### src/rtl/cap_cfg.svh
// Offsets, field positions, reset values and timing counts of the accelerator control plane
// Notes on behaviour
// Summary done flag sets when cipher, hash or Galois done sets; software clears it.
// DMA done also sets summary flag only when the DMA mask bit is one.
// Ready flag resets to one, drops during accelerator reset, returns when finished.
// Bus-error flag sets on failed DMA access; only accelerator reset clears it.
// Modular-arithmetic done reads as inverse of busy; not writable while busy.
// Cipher done sets on block completion; hash done sets on hash completion.
// Galois done sets when FIFO fills while CRC or Hamming is enabled.
// DMA done sets when an internal DMA read or write transfer finishes.
// Flag mode zero writes done flags freely; mode one is write-one-to-clear.
// Read FIFO source: 00 off, 01 DMA or bus, 10 random, 11 reserved.
// Write FIFO source: 00 none, 01 cipher output, 10 read FIFO, 11 reserved.
// Input and output byte-swap bits reverse bytes of full words only.
// Source bit routes hash and CRC input: 0 input FIFO, 1 output FIFO.
// With interrupt enable set, request raised while summary or error flag set.
// Writing one to soft-reset starts internal reset; bit self-clears next cycle.
// Soft reset clears internal state; control registers keep values except start bits.
// Cipher mode field: 000 ECB, 001 CBC, 010 CFB, 011 OFB, 100 CTR.
// Cipher algorithm field: disabled, AES-128/192/256, DES, TDEA; 110-111 reserved.
// Each key load moves 128 bits; two loads make a 256-bit key.
// Key-load bit starts DMA key fill; on finish bit clears, DMA done sets.
// Last-block bit with message size makes hash padding automatic.
// Hash select: disabled, SHA-1, SHA-224, SHA-256, SHA-384, SHA-512; 6-7 reserved.
// Reserved register bits read zero and ignore writes.
`ifndef CAP_CFG_SVH
`define CAP_CFG_SVH
`define CAP_OFS_TOP 8'h00
`define CAP_OFS_CIPHER 8'h04
`define CAP_OFS_HASH 8'h08
`define CAP_OFS_STATUS 8'h0C
`define CAP_B_DONE 31
`define CAP_B_RDY 30
`define CAP_B_ERR 29
`define CAP_B_MAA 28
`define CAP_B_CPH 27
`define CAP_B_HSH 26
`define CAP_B_GLS 25
`define CAP_B_DMA 24
`define CAP_B_DMAMSK 15
`define CAP_B_FMODE 14
`define CAP_B_BSI 5
`define CAP_B_BSO 4
`define CAP_B_SRC 2
`define CAP_B_INT 1
`define CAP_B_RST 0
`define CAP_TOP_WMASK 32'h0000CFF7
`define CAP_CIPH_WMASK 32'h0000077F
`define CAP_HASH_WMASK 32'h0000003F
`define CAP_KEY_START 1
`define CAP_XOR_START 1
`define CAP_HASH_INIT 0
`define CAP_TOP_RST 32'h40000000
`define CAP_RST_NS 100
`define CAP_CLK_NS 20
`define CAP_RST_CYCLES ((`CAP_RST_NS + `CAP_CLK_NS - 1) / `CAP_CLK_NS)
`endif

### src/rtl/cap_pkg.sv
// Types of the accelerator control plane
package cap_pkg;
  typedef enum logic [1:0] {RDSRC_OFF, RDSRC_DMA, RDSRC_RNG, RDSRC_RSVD} cap_rdsrc_type;
  typedef enum logic [1:0] {WRSRC_NONE, WRSRC_CIPHER, WRSRC_RDFIFO, WRSRC_RSVD} cap_wrsrc_type;
  typedef enum logic [2:0] {CM_ECB, CM_CBC, CM_CFB, CM_OFB, CM_CTR, CM_R5, CM_R6, CM_R7} cap_cmode_type;
  typedef enum logic [2:0] {CA_OFF, CA_AES128, CA_AES192, CA_AES256, CA_DES, CA_TDEA, CA_R6, CA_R7}
    cap_calg_type;
  typedef enum logic [2:0] {HA_OFF, HA_SHA1, HA_SHA224, HA_SHA256, HA_SHA384, HA_SHA512, HA_R6, HA_R7}
    cap_halg_type;
  typedef struct packed {
    logic cipher_done;
    logic hash_done;
    logic galois_fifo_full;
    logic crc_or_ham_en;
    logic dma_done;
    logic bus_error;
    logic maa_busy;
  } cap_event_type;
  typedef struct packed {
    cap_rdsrc_type rd_src;
    cap_wrsrc_type wr_src;
    logic swap_in;
    logic swap_out;
    logic digest_src_out;
    cap_cmode_type cmode;
    cap_calg_type calg;
    logic [1:0] key_src;
    logic key_load;
    logic decrypt;
    cap_halg_type halg;
    logic hash_last;
    logic hash_xor;
    logic hash_init;
  } cap_ctrl_type;
endpackage

### src/rtl/cap_ctrl_plane.sv
// Control and status plane of the crypto accelerator with Wishbone register slave
`timescale 1ns/10ps
`default_nettype none
`include "cap_cfg.svh"
module cap_ctrl_plane
  import cap_pkg::*;
#(
  parameter int RST_CYCLES = `CAP_RST_CYCLES
) (
  input wire logic mclk_i,
  input wire logic srst_i,
  input wire logic wb_cyc_i,
  input wire logic wb_stb_i,
  input wire logic wb_we_i,
  input wire logic [7:0] wb_adr_i,
  input wire logic [3:0] wb_sel_i,
  input wire logic [31:0] wb_dat_i,
  output logic [31:0] wb_dat_o,
  output logic wb_ack_o,
  input wire cap_event_type evt_i,
  input wire logic key_dma_done_i,
  input wire logic [31:0] fifo_in_i,
  input wire logic fifo_in_full_i,
  input wire logic [31:0] fifo_out_i,
  input wire logic fifo_out_full_i,
  output logic [31:0] fifo_in_o,
  output logic [31:0] fifo_out_o,
  output cap_ctrl_type ctrl_o,
  output logic accel_rst_o,
  output logic irq_o
);
  //////////////////////////////////////////////////////////////////////////////
  // Registers
  logic [31:0] top_reg, top_next;
  logic [31:0] ciph_reg, ciph_next;
  logic [31:0] hash_reg, hash_next;
  logic [$clog2(RST_CYCLES+1)-1:0] rcnt_reg, rcnt_next;
  logic ack_reg;
  logic [31:0] rdat_reg;
  cap_ctrl_type ctrl_reg;
  logic [31:0] fin_reg, fout_reg;
  logic irq_reg, arst_reg;

  //////////////////////////////////////////////////////////////////////////////
  // Bus decode
  wire req = wb_cyc_i & wb_stb_i & ~ack_reg;
  wire wr = req & wb_we_i;
  wire [31:0] bmask = {{8{wb_sel_i[3]}}, {8{wb_sel_i[2]}}, {8{wb_sel_i[1]}}, {8{wb_sel_i[0]}}};
  wire wr_top = wr & (wb_adr_i == `CAP_OFS_TOP);
  wire wr_ciph = wr & (wb_adr_i == `CAP_OFS_CIPHER);
  wire wr_hash = wr & (wb_adr_i == `CAP_OFS_HASH);
  wire busy = (rcnt_reg != '0);
  wire maa_done = ~evt_i.maa_busy;

  //////////////////////////////////////////////////////////////////////////////
  // Done flags
  wire [3:0] flag_old = top_reg[`CAP_B_CPH:`CAP_B_DMA];
  wire [3:0] flag_wd = wb_dat_i[`CAP_B_CPH:`CAP_B_DMA];
  wire [3:0] flag_we = {4{wr_top}} & bmask[`CAP_B_CPH:`CAP_B_DMA];
  wire fmode = top_reg[`CAP_B_FMODE];
  wire dma_evt = evt_i.dma_done | (ciph_reg[`CAP_KEY_START] & key_dma_done_i);
  wire gls_evt = evt_i.galois_fifo_full & evt_i.crc_or_ham_en;
  wire [3:0] flag_set = {evt_i.cipher_done, evt_i.hash_done, gls_evt, dma_evt};
  // Software view of a write: free write or write-one-to-clear
  wire [3:0] flag_sw = fmode ? (flag_old & ~(flag_we & flag_wd))
                             : ((flag_old & ~flag_we) | (flag_we & flag_wd));
  wire [3:0] flag_new = flag_sw | flag_set; // set wins over clear
  wire sum_set = evt_i.cipher_done | evt_i.hash_done | gls_evt
                 | (top_reg[`CAP_B_DMAMSK] & dma_evt);
  wire sum_clr = wr_top & bmask[`CAP_B_DONE] & (fmode ? wb_dat_i[`CAP_B_DONE] : ~wb_dat_i[`CAP_B_DONE]);
  wire sum_new = (top_reg[`CAP_B_DONE] & ~sum_clr) | sum_set;
  wire err_new = evt_i.bus_error | (top_reg[`CAP_B_ERR] & ~busy);
  wire rst_req = wr_top & bmask[`CAP_B_RST] & wb_dat_i[`CAP_B_RST];

  always_comb begin
    top_next = (top_reg & ~(`CAP_TOP_WMASK & bmask & {32{wr_top}}))
             | (wb_dat_i & `CAP_TOP_WMASK & bmask & {32{wr_top}});
    top_next[`CAP_B_CPH:`CAP_B_DMA] = busy ? 4'h0 : flag_new;
    top_next[`CAP_B_DONE] = busy ? 1'b0 : sum_new;
    top_next[`CAP_B_RDY] = ~(busy | rst_req);
    top_next[`CAP_B_ERR] = err_new;
    top_next[`CAP_B_MAA] = 1'b0;
    top_next[`CAP_B_RST] = rst_req;
    ciph_next = wr_ciph ? ((ciph_reg & ~bmask) | (wb_dat_i & bmask)) & `CAP_CIPH_WMASK : ciph_reg;
    if (key_dma_done_i | busy) begin
      ciph_next[`CAP_KEY_START] = 1'b0;
    end
    hash_next = wr_hash ? ((hash_reg & ~bmask) | (wb_dat_i & bmask)) & `CAP_HASH_WMASK : hash_reg;
    if (key_dma_done_i | busy) begin
      hash_next[`CAP_XOR_START] = 1'b0;
    end
    if (busy) begin
      hash_next[`CAP_HASH_INIT] = 1'b0;
    end
    rcnt_next = rst_req ? ($bits(rcnt_reg))'(RST_CYCLES) : (busy ? rcnt_reg - 1'b1 : rcnt_reg);
  end

  //////////////////////////////////////////////////////////////////////////////
  // Read mux and FIFO swap
  wire [31:0] top_view = {top_reg[31:29], maa_done, top_reg[27:0]};
  wire [31:0] rd_mux = (wb_adr_i == `CAP_OFS_TOP) ? top_view :
                       (wb_adr_i == `CAP_OFS_CIPHER) ? ciph_reg :
                       (wb_adr_i == `CAP_OFS_HASH) ? hash_reg : 32'h00000000;
  function automatic logic [31:0] swap32(input logic [31:0] d);
    swap32 = {d[7:0], d[15:8], d[23:16], d[31:24]};
  endfunction
  wire [31:0] fin_mux = (top_reg[`CAP_B_BSI] & fifo_in_full_i) ? swap32(fifo_in_i) : fifo_in_i;
  wire [31:0] fout_mux = (top_reg[`CAP_B_BSO] & fifo_out_full_i) ? swap32(fifo_out_i) : fifo_out_i;

  always_ff @(posedge mclk_i) begin
    if (srst_i) begin
      top_reg <= `CAP_TOP_RST;
      ciph_reg <= 32'h00000000;
      hash_reg <= 32'h00000000;
      rcnt_reg <= '0;
      ack_reg <= 1'b0;
      rdat_reg <= 32'h00000000;
      ctrl_reg <= '0;
      fin_reg <= 32'h00000000;
      fout_reg <= 32'h00000000;
      irq_reg <= 1'b0;
      arst_reg <= 1'b0;
    end else begin
      top_reg <= top_next;
      ciph_reg <= ciph_next;
      hash_reg <= hash_next;
      rcnt_reg <= rcnt_next;
      ack_reg <= req;
      rdat_reg <= rd_mux;
      fin_reg <= fin_mux;
      fout_reg <= fout_mux;
      irq_reg <= top_next[`CAP_B_INT] & (top_next[`CAP_B_DONE] | top_next[`CAP_B_ERR]);
      arst_reg <= rst_req | (rcnt_next != '0);
      ctrl_reg.rd_src <= cap_rdsrc_type'(top_next[11:10]);
      ctrl_reg.wr_src <= cap_wrsrc_type'(top_next[9:8]);
      ctrl_reg.swap_in <= top_next[`CAP_B_BSI];
      ctrl_reg.swap_out <= top_next[`CAP_B_BSO];
      ctrl_reg.digest_src_out <= top_next[`CAP_B_SRC];
      ctrl_reg.cmode <= cap_cmode_type'(ciph_next[10:8]);
      ctrl_reg.calg <= cap_calg_type'(ciph_next[6:4]);
      ctrl_reg.key_src <= ciph_next[3:2];
      ctrl_reg.key_load <= ciph_next[`CAP_KEY_START];
      ctrl_reg.decrypt <= ciph_next[0];
      ctrl_reg.halg <= cap_halg_type'(hash_next[4:2]);
      ctrl_reg.hash_last <= hash_next[5];
      ctrl_reg.hash_xor <= hash_next[`CAP_XOR_START];
      ctrl_reg.hash_init <= hash_next[`CAP_HASH_INIT];
    end
  end

  assign wb_ack_o = ack_reg;
  assign wb_dat_o = rdat_reg;
  assign ctrl_o = ctrl_reg;
  assign fifo_in_o = fin_reg;
  assign fifo_out_o = fout_reg;
  assign accel_rst_o = arst_reg;
  assign irq_o = irq_reg;

  //////////////////////////////////////////////////////////////////////////////
  // Checks
  // Ready returns one cycle after the reset counter has run out
  localparam int RDY_LAT = RST_CYCLES + 1;
  chk_sum_on_cipher: assert property (@(posedge mclk_i) disable iff (srst_i)
    evt_i.cipher_done && !busy |=> top_reg[`CAP_B_DONE]) else $error("summary flag missed cipher done");
  chk_dma_masked: assert property (@(posedge mclk_i) disable iff (srst_i)
    dma_evt && !top_reg[`CAP_B_DMAMSK] && !top_reg[`CAP_B_DONE] && !evt_i.cipher_done && !evt_i.hash_done
    && !gls_evt |=> !top_reg[`CAP_B_DONE]) else $error("masked DMA done set summary");
  chk_rdy_drop: assert property (@(posedge mclk_i) disable iff (srst_i)
    rst_req |=> !top_reg[`CAP_B_RDY] ##RDY_LAT top_reg[`CAP_B_RDY]) else $error("ready sequence wrong");
  chk_err_sticky: assert property (@(posedge mclk_i) disable iff (srst_i)
    top_reg[`CAP_B_ERR] && !busy |=> top_reg[`CAP_B_ERR]) else $error("bus error lost");
  chk_maa_inverse: assert property (@(posedge mclk_i) disable iff (srst_i)
    req && !wb_we_i && (wb_adr_i == `CAP_OFS_TOP) |=> wb_dat_o[`CAP_B_MAA] == !$past(evt_i.maa_busy))
    else $error("MAA done not inverse of busy");
  chk_gls_set: assert property (@(posedge mclk_i) disable iff (srst_i)
    gls_evt && !busy |=> top_reg[`CAP_B_GLS]) else $error("Galois done not set");
  chk_w1c_zero: assert property (@(posedge mclk_i) disable iff (srst_i)
    fmode && wr_top && !busy && top_reg[`CAP_B_CPH] && !wb_dat_i[`CAP_B_CPH] |=> top_reg[`CAP_B_CPH])
    else $error("write zero cleared flag in w1c mode");
  chk_rst_self: assert property (@(posedge mclk_i) disable iff (srst_i)
    top_reg[`CAP_B_RST] |=> !top_reg[`CAP_B_RST]) else $error("soft reset bit stuck");
  chk_irq_gate: assert property (@(posedge mclk_i) disable iff (srst_i)
    !top_reg[`CAP_B_INT] |-> !irq_o) else $error("interrupt while disabled");
  chk_key_clear: assert property (@(posedge mclk_i) disable iff (srst_i)
    key_dma_done_i && ciph_reg[`CAP_KEY_START] && !busy |=> !ciph_reg[`CAP_KEY_START] && top_reg[`CAP_B_DMA])
    else $error("key load completion wrong");
  cov_soft_reset: cover property (@(posedge mclk_i) rst_req ##1 busy);
  cov_irq: cover property (@(posedge mclk_i) irq_o);
  cov_key_load: cover property (@(posedge mclk_i) ciph_reg[`CAP_KEY_START] ##[1:20] key_dma_done_i);
  chk_err_clear: assert property (@(posedge mclk_i) disable iff (srst_i)
    busy && !evt_i.bus_error |=> !top_reg[`CAP_B_ERR]) else $error("bus error survived soft reset");
  chk_flags_reset: assert property (@(posedge mclk_i) disable iff (srst_i)
    busy |=> top_reg[`CAP_B_CPH:`CAP_B_DMA] == 4'h0 && !top_reg[`CAP_B_DONE])
    else $error("done flags survived soft reset");
  chk_hash_done: assert property (@(posedge mclk_i) disable iff (srst_i)
    evt_i.hash_done && !busy |=> top_reg[`CAP_B_HSH] && top_reg[`CAP_B_DONE]) else $error("hash done not set");
  chk_irq_on: assert property (@(posedge mclk_i) disable iff (srst_i)
    top_reg[`CAP_B_INT] && (top_reg[`CAP_B_DONE] || top_reg[`CAP_B_ERR]) |-> irq_o)
    else $error("interrupt missing");
  chk_ack_pulse: assert property (@(posedge mclk_i) disable iff (srst_i)
    wb_ack_o |=> !wb_ack_o) else $error("ack longer than one cycle");
  cov_w1c: cover property (@(posedge mclk_i) fmode && wr_top);
  cov_dma_summary: cover property (@(posedge mclk_i) dma_evt && top_reg[`CAP_B_DMAMSK]);
endmodule
`default_nettype wire

### config.mk
export PLATFORM = sky130hd
export DESIGN_NAME = cap_ctrl_plane
export DESIGN_NICKNAME = d
export VERILOG_FILES = /design/src/rtl/cap_pkg.sv /design/src/rtl/cap_ctrl_plane.sv
export VERILOG_INCLUDE_DIRS = /design/src /design/src/rtl
export SDC_FILE = /design/constraint.sdc
export NUM_CORES = 1
export LEC_CHECK = 0
export BUFFER_PORTS_ARGS = -buffer_cell sky130_fd_sc_hd__buf_2
export CAP_MARGIN = 20
export CORE_MARGIN = 2
export CORE_UTILIZATION = 35
export DETAILED_ROUTE_END_ITERATION = 10
export GPL_TIMING_DRIVEN = 0
export PLACE_DENSITY = 0.71
export RECOVER_POWER = 100
export SLEW_MARGIN = 20
export SYNTH_ARGS = -nofsm -noshare
export SYNTH_HDL_FRONTEND = slang
export SYNTH_SLANG_ARGS = --single-unit
export TNS_END_PERCENT = 20
### constraint.sdc
create_clock -name mclk_i -period 3.9 [get_ports mclk_i]
set_clock_uncertainty 0.05 [all_clocks]
set_input_delay 0.195 -clock mclk_i [delete_from_list [all_inputs] [get_ports mclk_i]]
set_output_delay 0.195 -clock mclk_i [all_outputs]
set_load 0.02 [all_outputs]
==> flow_metrics.env <==
export IMPL_run_status="finished, final reports clean"
export IMPL_ys_flop_type="dfxtp_1"
export IMPL_die_x_um=122
export IMPL_yosysWarningCount=0
export IMPL_row_count=43
export IMPL_drt_iter0_drc=380
export IMPL_worst_slew_pin_transition_ns=0.945
export IMPL_p_leak_uw=0.00335
export IMPL_synthCells=563
export IMPL_synthSimpleGateAreaFrac_pct=22.5
export IMPL_min_period_ns=2.30
export IMPL_drive_above_1_share_pct=16.8
export IMPL_synth_adder_area_share_pct=0.513
export IMPL_startpoint_type="flop"
export IMPL_clkTransAtPathRegs_ns=0.06
export IMPL_worst_slack_ns=1.60
export IMPL_num_antenna_cells=0
export IMPL_grt_start_max_net_pins=17
export IMPL_synthMuxAreaShare_pct=7.80
export IMPL_die_h_um=122
export IMPL_cts_tree="built"
export IMPL_end_kind="flop"
export IMPL_clk_latency_ns=0.41
export IMPL_cap_viol_max_count=0
export IMPL_postRouteWirelength_um=16900
export IMPL_dpl_hpwl_um=10600
export IMPL_drtPass1Iterations=6
export IMPL_final_common_cell="clkbuf_1"
export IMPL_grt_ovfl_total=0
export IMPL_hold_class="in -> reg"
export IMPL_setup_tns_ns=0
export IMPL_detailedPlace_worstSlack_ns=1.67
export IMPL_drt_wirelength_per_cell_um=15.2
export IMPL_cts_root_buf="clkbuf_16"
export IMPL_cts_buffer_depth=2
export IMPL_core_sq_um=13700
export IMPL_htreeDepth=4
export IMPL_relSlewSlack_pct=36.5
export IMPL_grt_pass1_vias=5229
export IMPL_numPortBuffers=219
export IMPL_avgSynthCellArea_sq_um=8.66
export IMPL_fin_crit_sh_pct=58.9
export IMPL_gp_congestion=0.787
export IMPL_antenna_left=0
export IMPL_post_cts_buffers=0
export IMPL_post_layout_nonfiller_instances=1110
export IMPL_cts_buffers=17
export IMPL_whs_ns=0.0165
export IMPL_antenna_found_initial=0
export IMPL_syn_area_sq_um=4880
export IMPL_synth_top_family_by_area="simple AND/OR/NAND/NOR gates"
export IMPL_synth_xor_area_share_pct=0.359
export IMPL_cp_max_fo=10
export IMPL_worst_ep_arrival_time_ns=2.59
export IMPL_vias=5388
export IMPL_layout_common_cells="clkbuf_1, nand2_1, dfxtp_1"
export IMPL_ys_ff_latch=128
export IMPL_hold_violations=0
export IMPL_drv_slew=0
export IMPL_placed_cells=971
export IMPL_peakVddDrop_mv=0.362
export IMPL_synth_compound_area_share_pct=10.4
export IMPL_rsz0062_at_grt="false"
export IMPL_final_setup_viol_count=0
export IMPL_power_total_uw=3390
export IMPL_critical_path_class="reg -> reg"
export IMPL_crit_required_ns=4.19
export IMPL_fmax_mhz=435
export IMPL_dieArea_sq_um=14900
export IMPL_drc=0
export IMPL_vias_per_cell=4.85
export IMPL_grtUsageTotal_pct=22.4
export IMPL_grt_pass1_wl_um=25700
export IMPL_ys_seq_area_share_pct=52.6
export IMPL_start_util_pct=35.5
export IMPL_synth_cell_types=44
export IMPL_synth_edff_count=0
export IMPL_power_density_nw_per_um2=441
export IMPL_ios=245
export IMPL_cts_repair_resized=0
export IMPL_area_growth_synth_to_final_pct=57.7
export IMPL_clock_sinks=128
export IMPL_final_nets=1042
export IMPL_async_reset_ff_share_pct=0
==> cell type report <==
type	count	area (sq um)
fill	1278	6030
sequential	128	2560
multi-input combinational	386	2040
inverter	6	22.5
clock buffer	21	460
clock inverter	11	90.1
tap	180	225
timing repair buffer	326	2030
buffer	52	259
==> metal layers <==
layer / global-route usage (%) / part of all wire, %
met5: 0 / 0
met4: 9.12 / 2.9
met3: 6.74 / 7.7
met2: 38.2 / 49
met1: 26.3 / 40
==> logic make-up (layout without fill, tap and decap cells) <==
logic type,Yosys count,in the layout
other cells,1,10
compound gates,95,95
flops,128,128
fa+ha+maj,2,2
mux,38,38
buf+inv,58,416
simple gates,239,239
xor+xnor,2,2
==> synth_stat cells (all sizes together), types with 2 or more instances <==
cell | instances | area (sq um)
mux2i | 38 | 380
nor3 | 6 | 35.0
nor2b | 5 | 31.3
nand2b | 17 | 106
buf | 22 | 148
a211oi | 2 | 20.0
nor4 | 6 | 58.8
nand4 | 3 | 18.8
nand2 | 135 | 507
xnor2 | 2 | 17.5
dfxtp | 128 | 2560
nor3b | 2 | 15.0
a21oi | 79 | 395
and2 | 11 | 68.8
o21ai | 5 | 25.0
clkbuf | 30 | 113
nor2 | 40 | 150
nand3 | 3 | 15.0
inv | 5 | 18.8
nand3b | 2 | 15.0
a31oi | 4 | 25.0
ha | 2 | 25.0
==> final timing paths <==
path / start / to / slack (ns) / cells past startpoint
worst min-delay path: wb_dat_i[5] / top_reg[5]$_SDFF_PP0_ / 0.02 / 3
worst max register to register: top_reg[4]$_SDFF_PP0_ / fifo_out_o[18]$_SDFF_PP0_ / 1.60 / 6
worst min register to register: top_reg[30]$_SDFF_PP1_ / wb_dat_o[30]$_SDFF_PP0_ / 0.38 / 1
worst max-delay path: top_reg[4]$_SDFF_PP0_ / fifo_out_o[18]$_SDFF_PP0_ / 1.60 / 6
==> timing repair <==
action / CTS / global route
endpoints found under the hold margin: 81 / 0
endpoints found under the setup margin: 0 / 0
hold buffers: 107 / 0
==> per-stage QoR <==
| stage | area (sq um) | utilization, % |
|---|---|---|
| finish | 7690 | 56.1 |
| global route | 7690 | 56.1 |
| CTS | 7850 | 57.2 |
| detailed placement | 6230 | 45.4 |
| global placement | 6230 | 45.4 |
| floorplan | 4910 | - |
==> worst max-delay path, cell delays in order, from the launching register on <==
cell	delay, ns
dfxtp_1	0.42
and2_1	0.16
clkbuf_1	0.27
clkbuf_1	0.43
nand2_1	0.13
a21oi_1	0.17
dlygate4sd3_1	0.61
==> power by group <==
group / total (uW) / leakage, uW / internal (uW) / switching [uW]
Clock: 1480 / 0.000264 / 902 / 577
Sequential: 1420 / 0.00105 / 1380 / 32.6
Combinational: 493 / 0.00203 / 223 / 270
Total: 3390 / 0.00335 / 2510 / 880
Note: power is estimated with default switching activity, not from simulation.
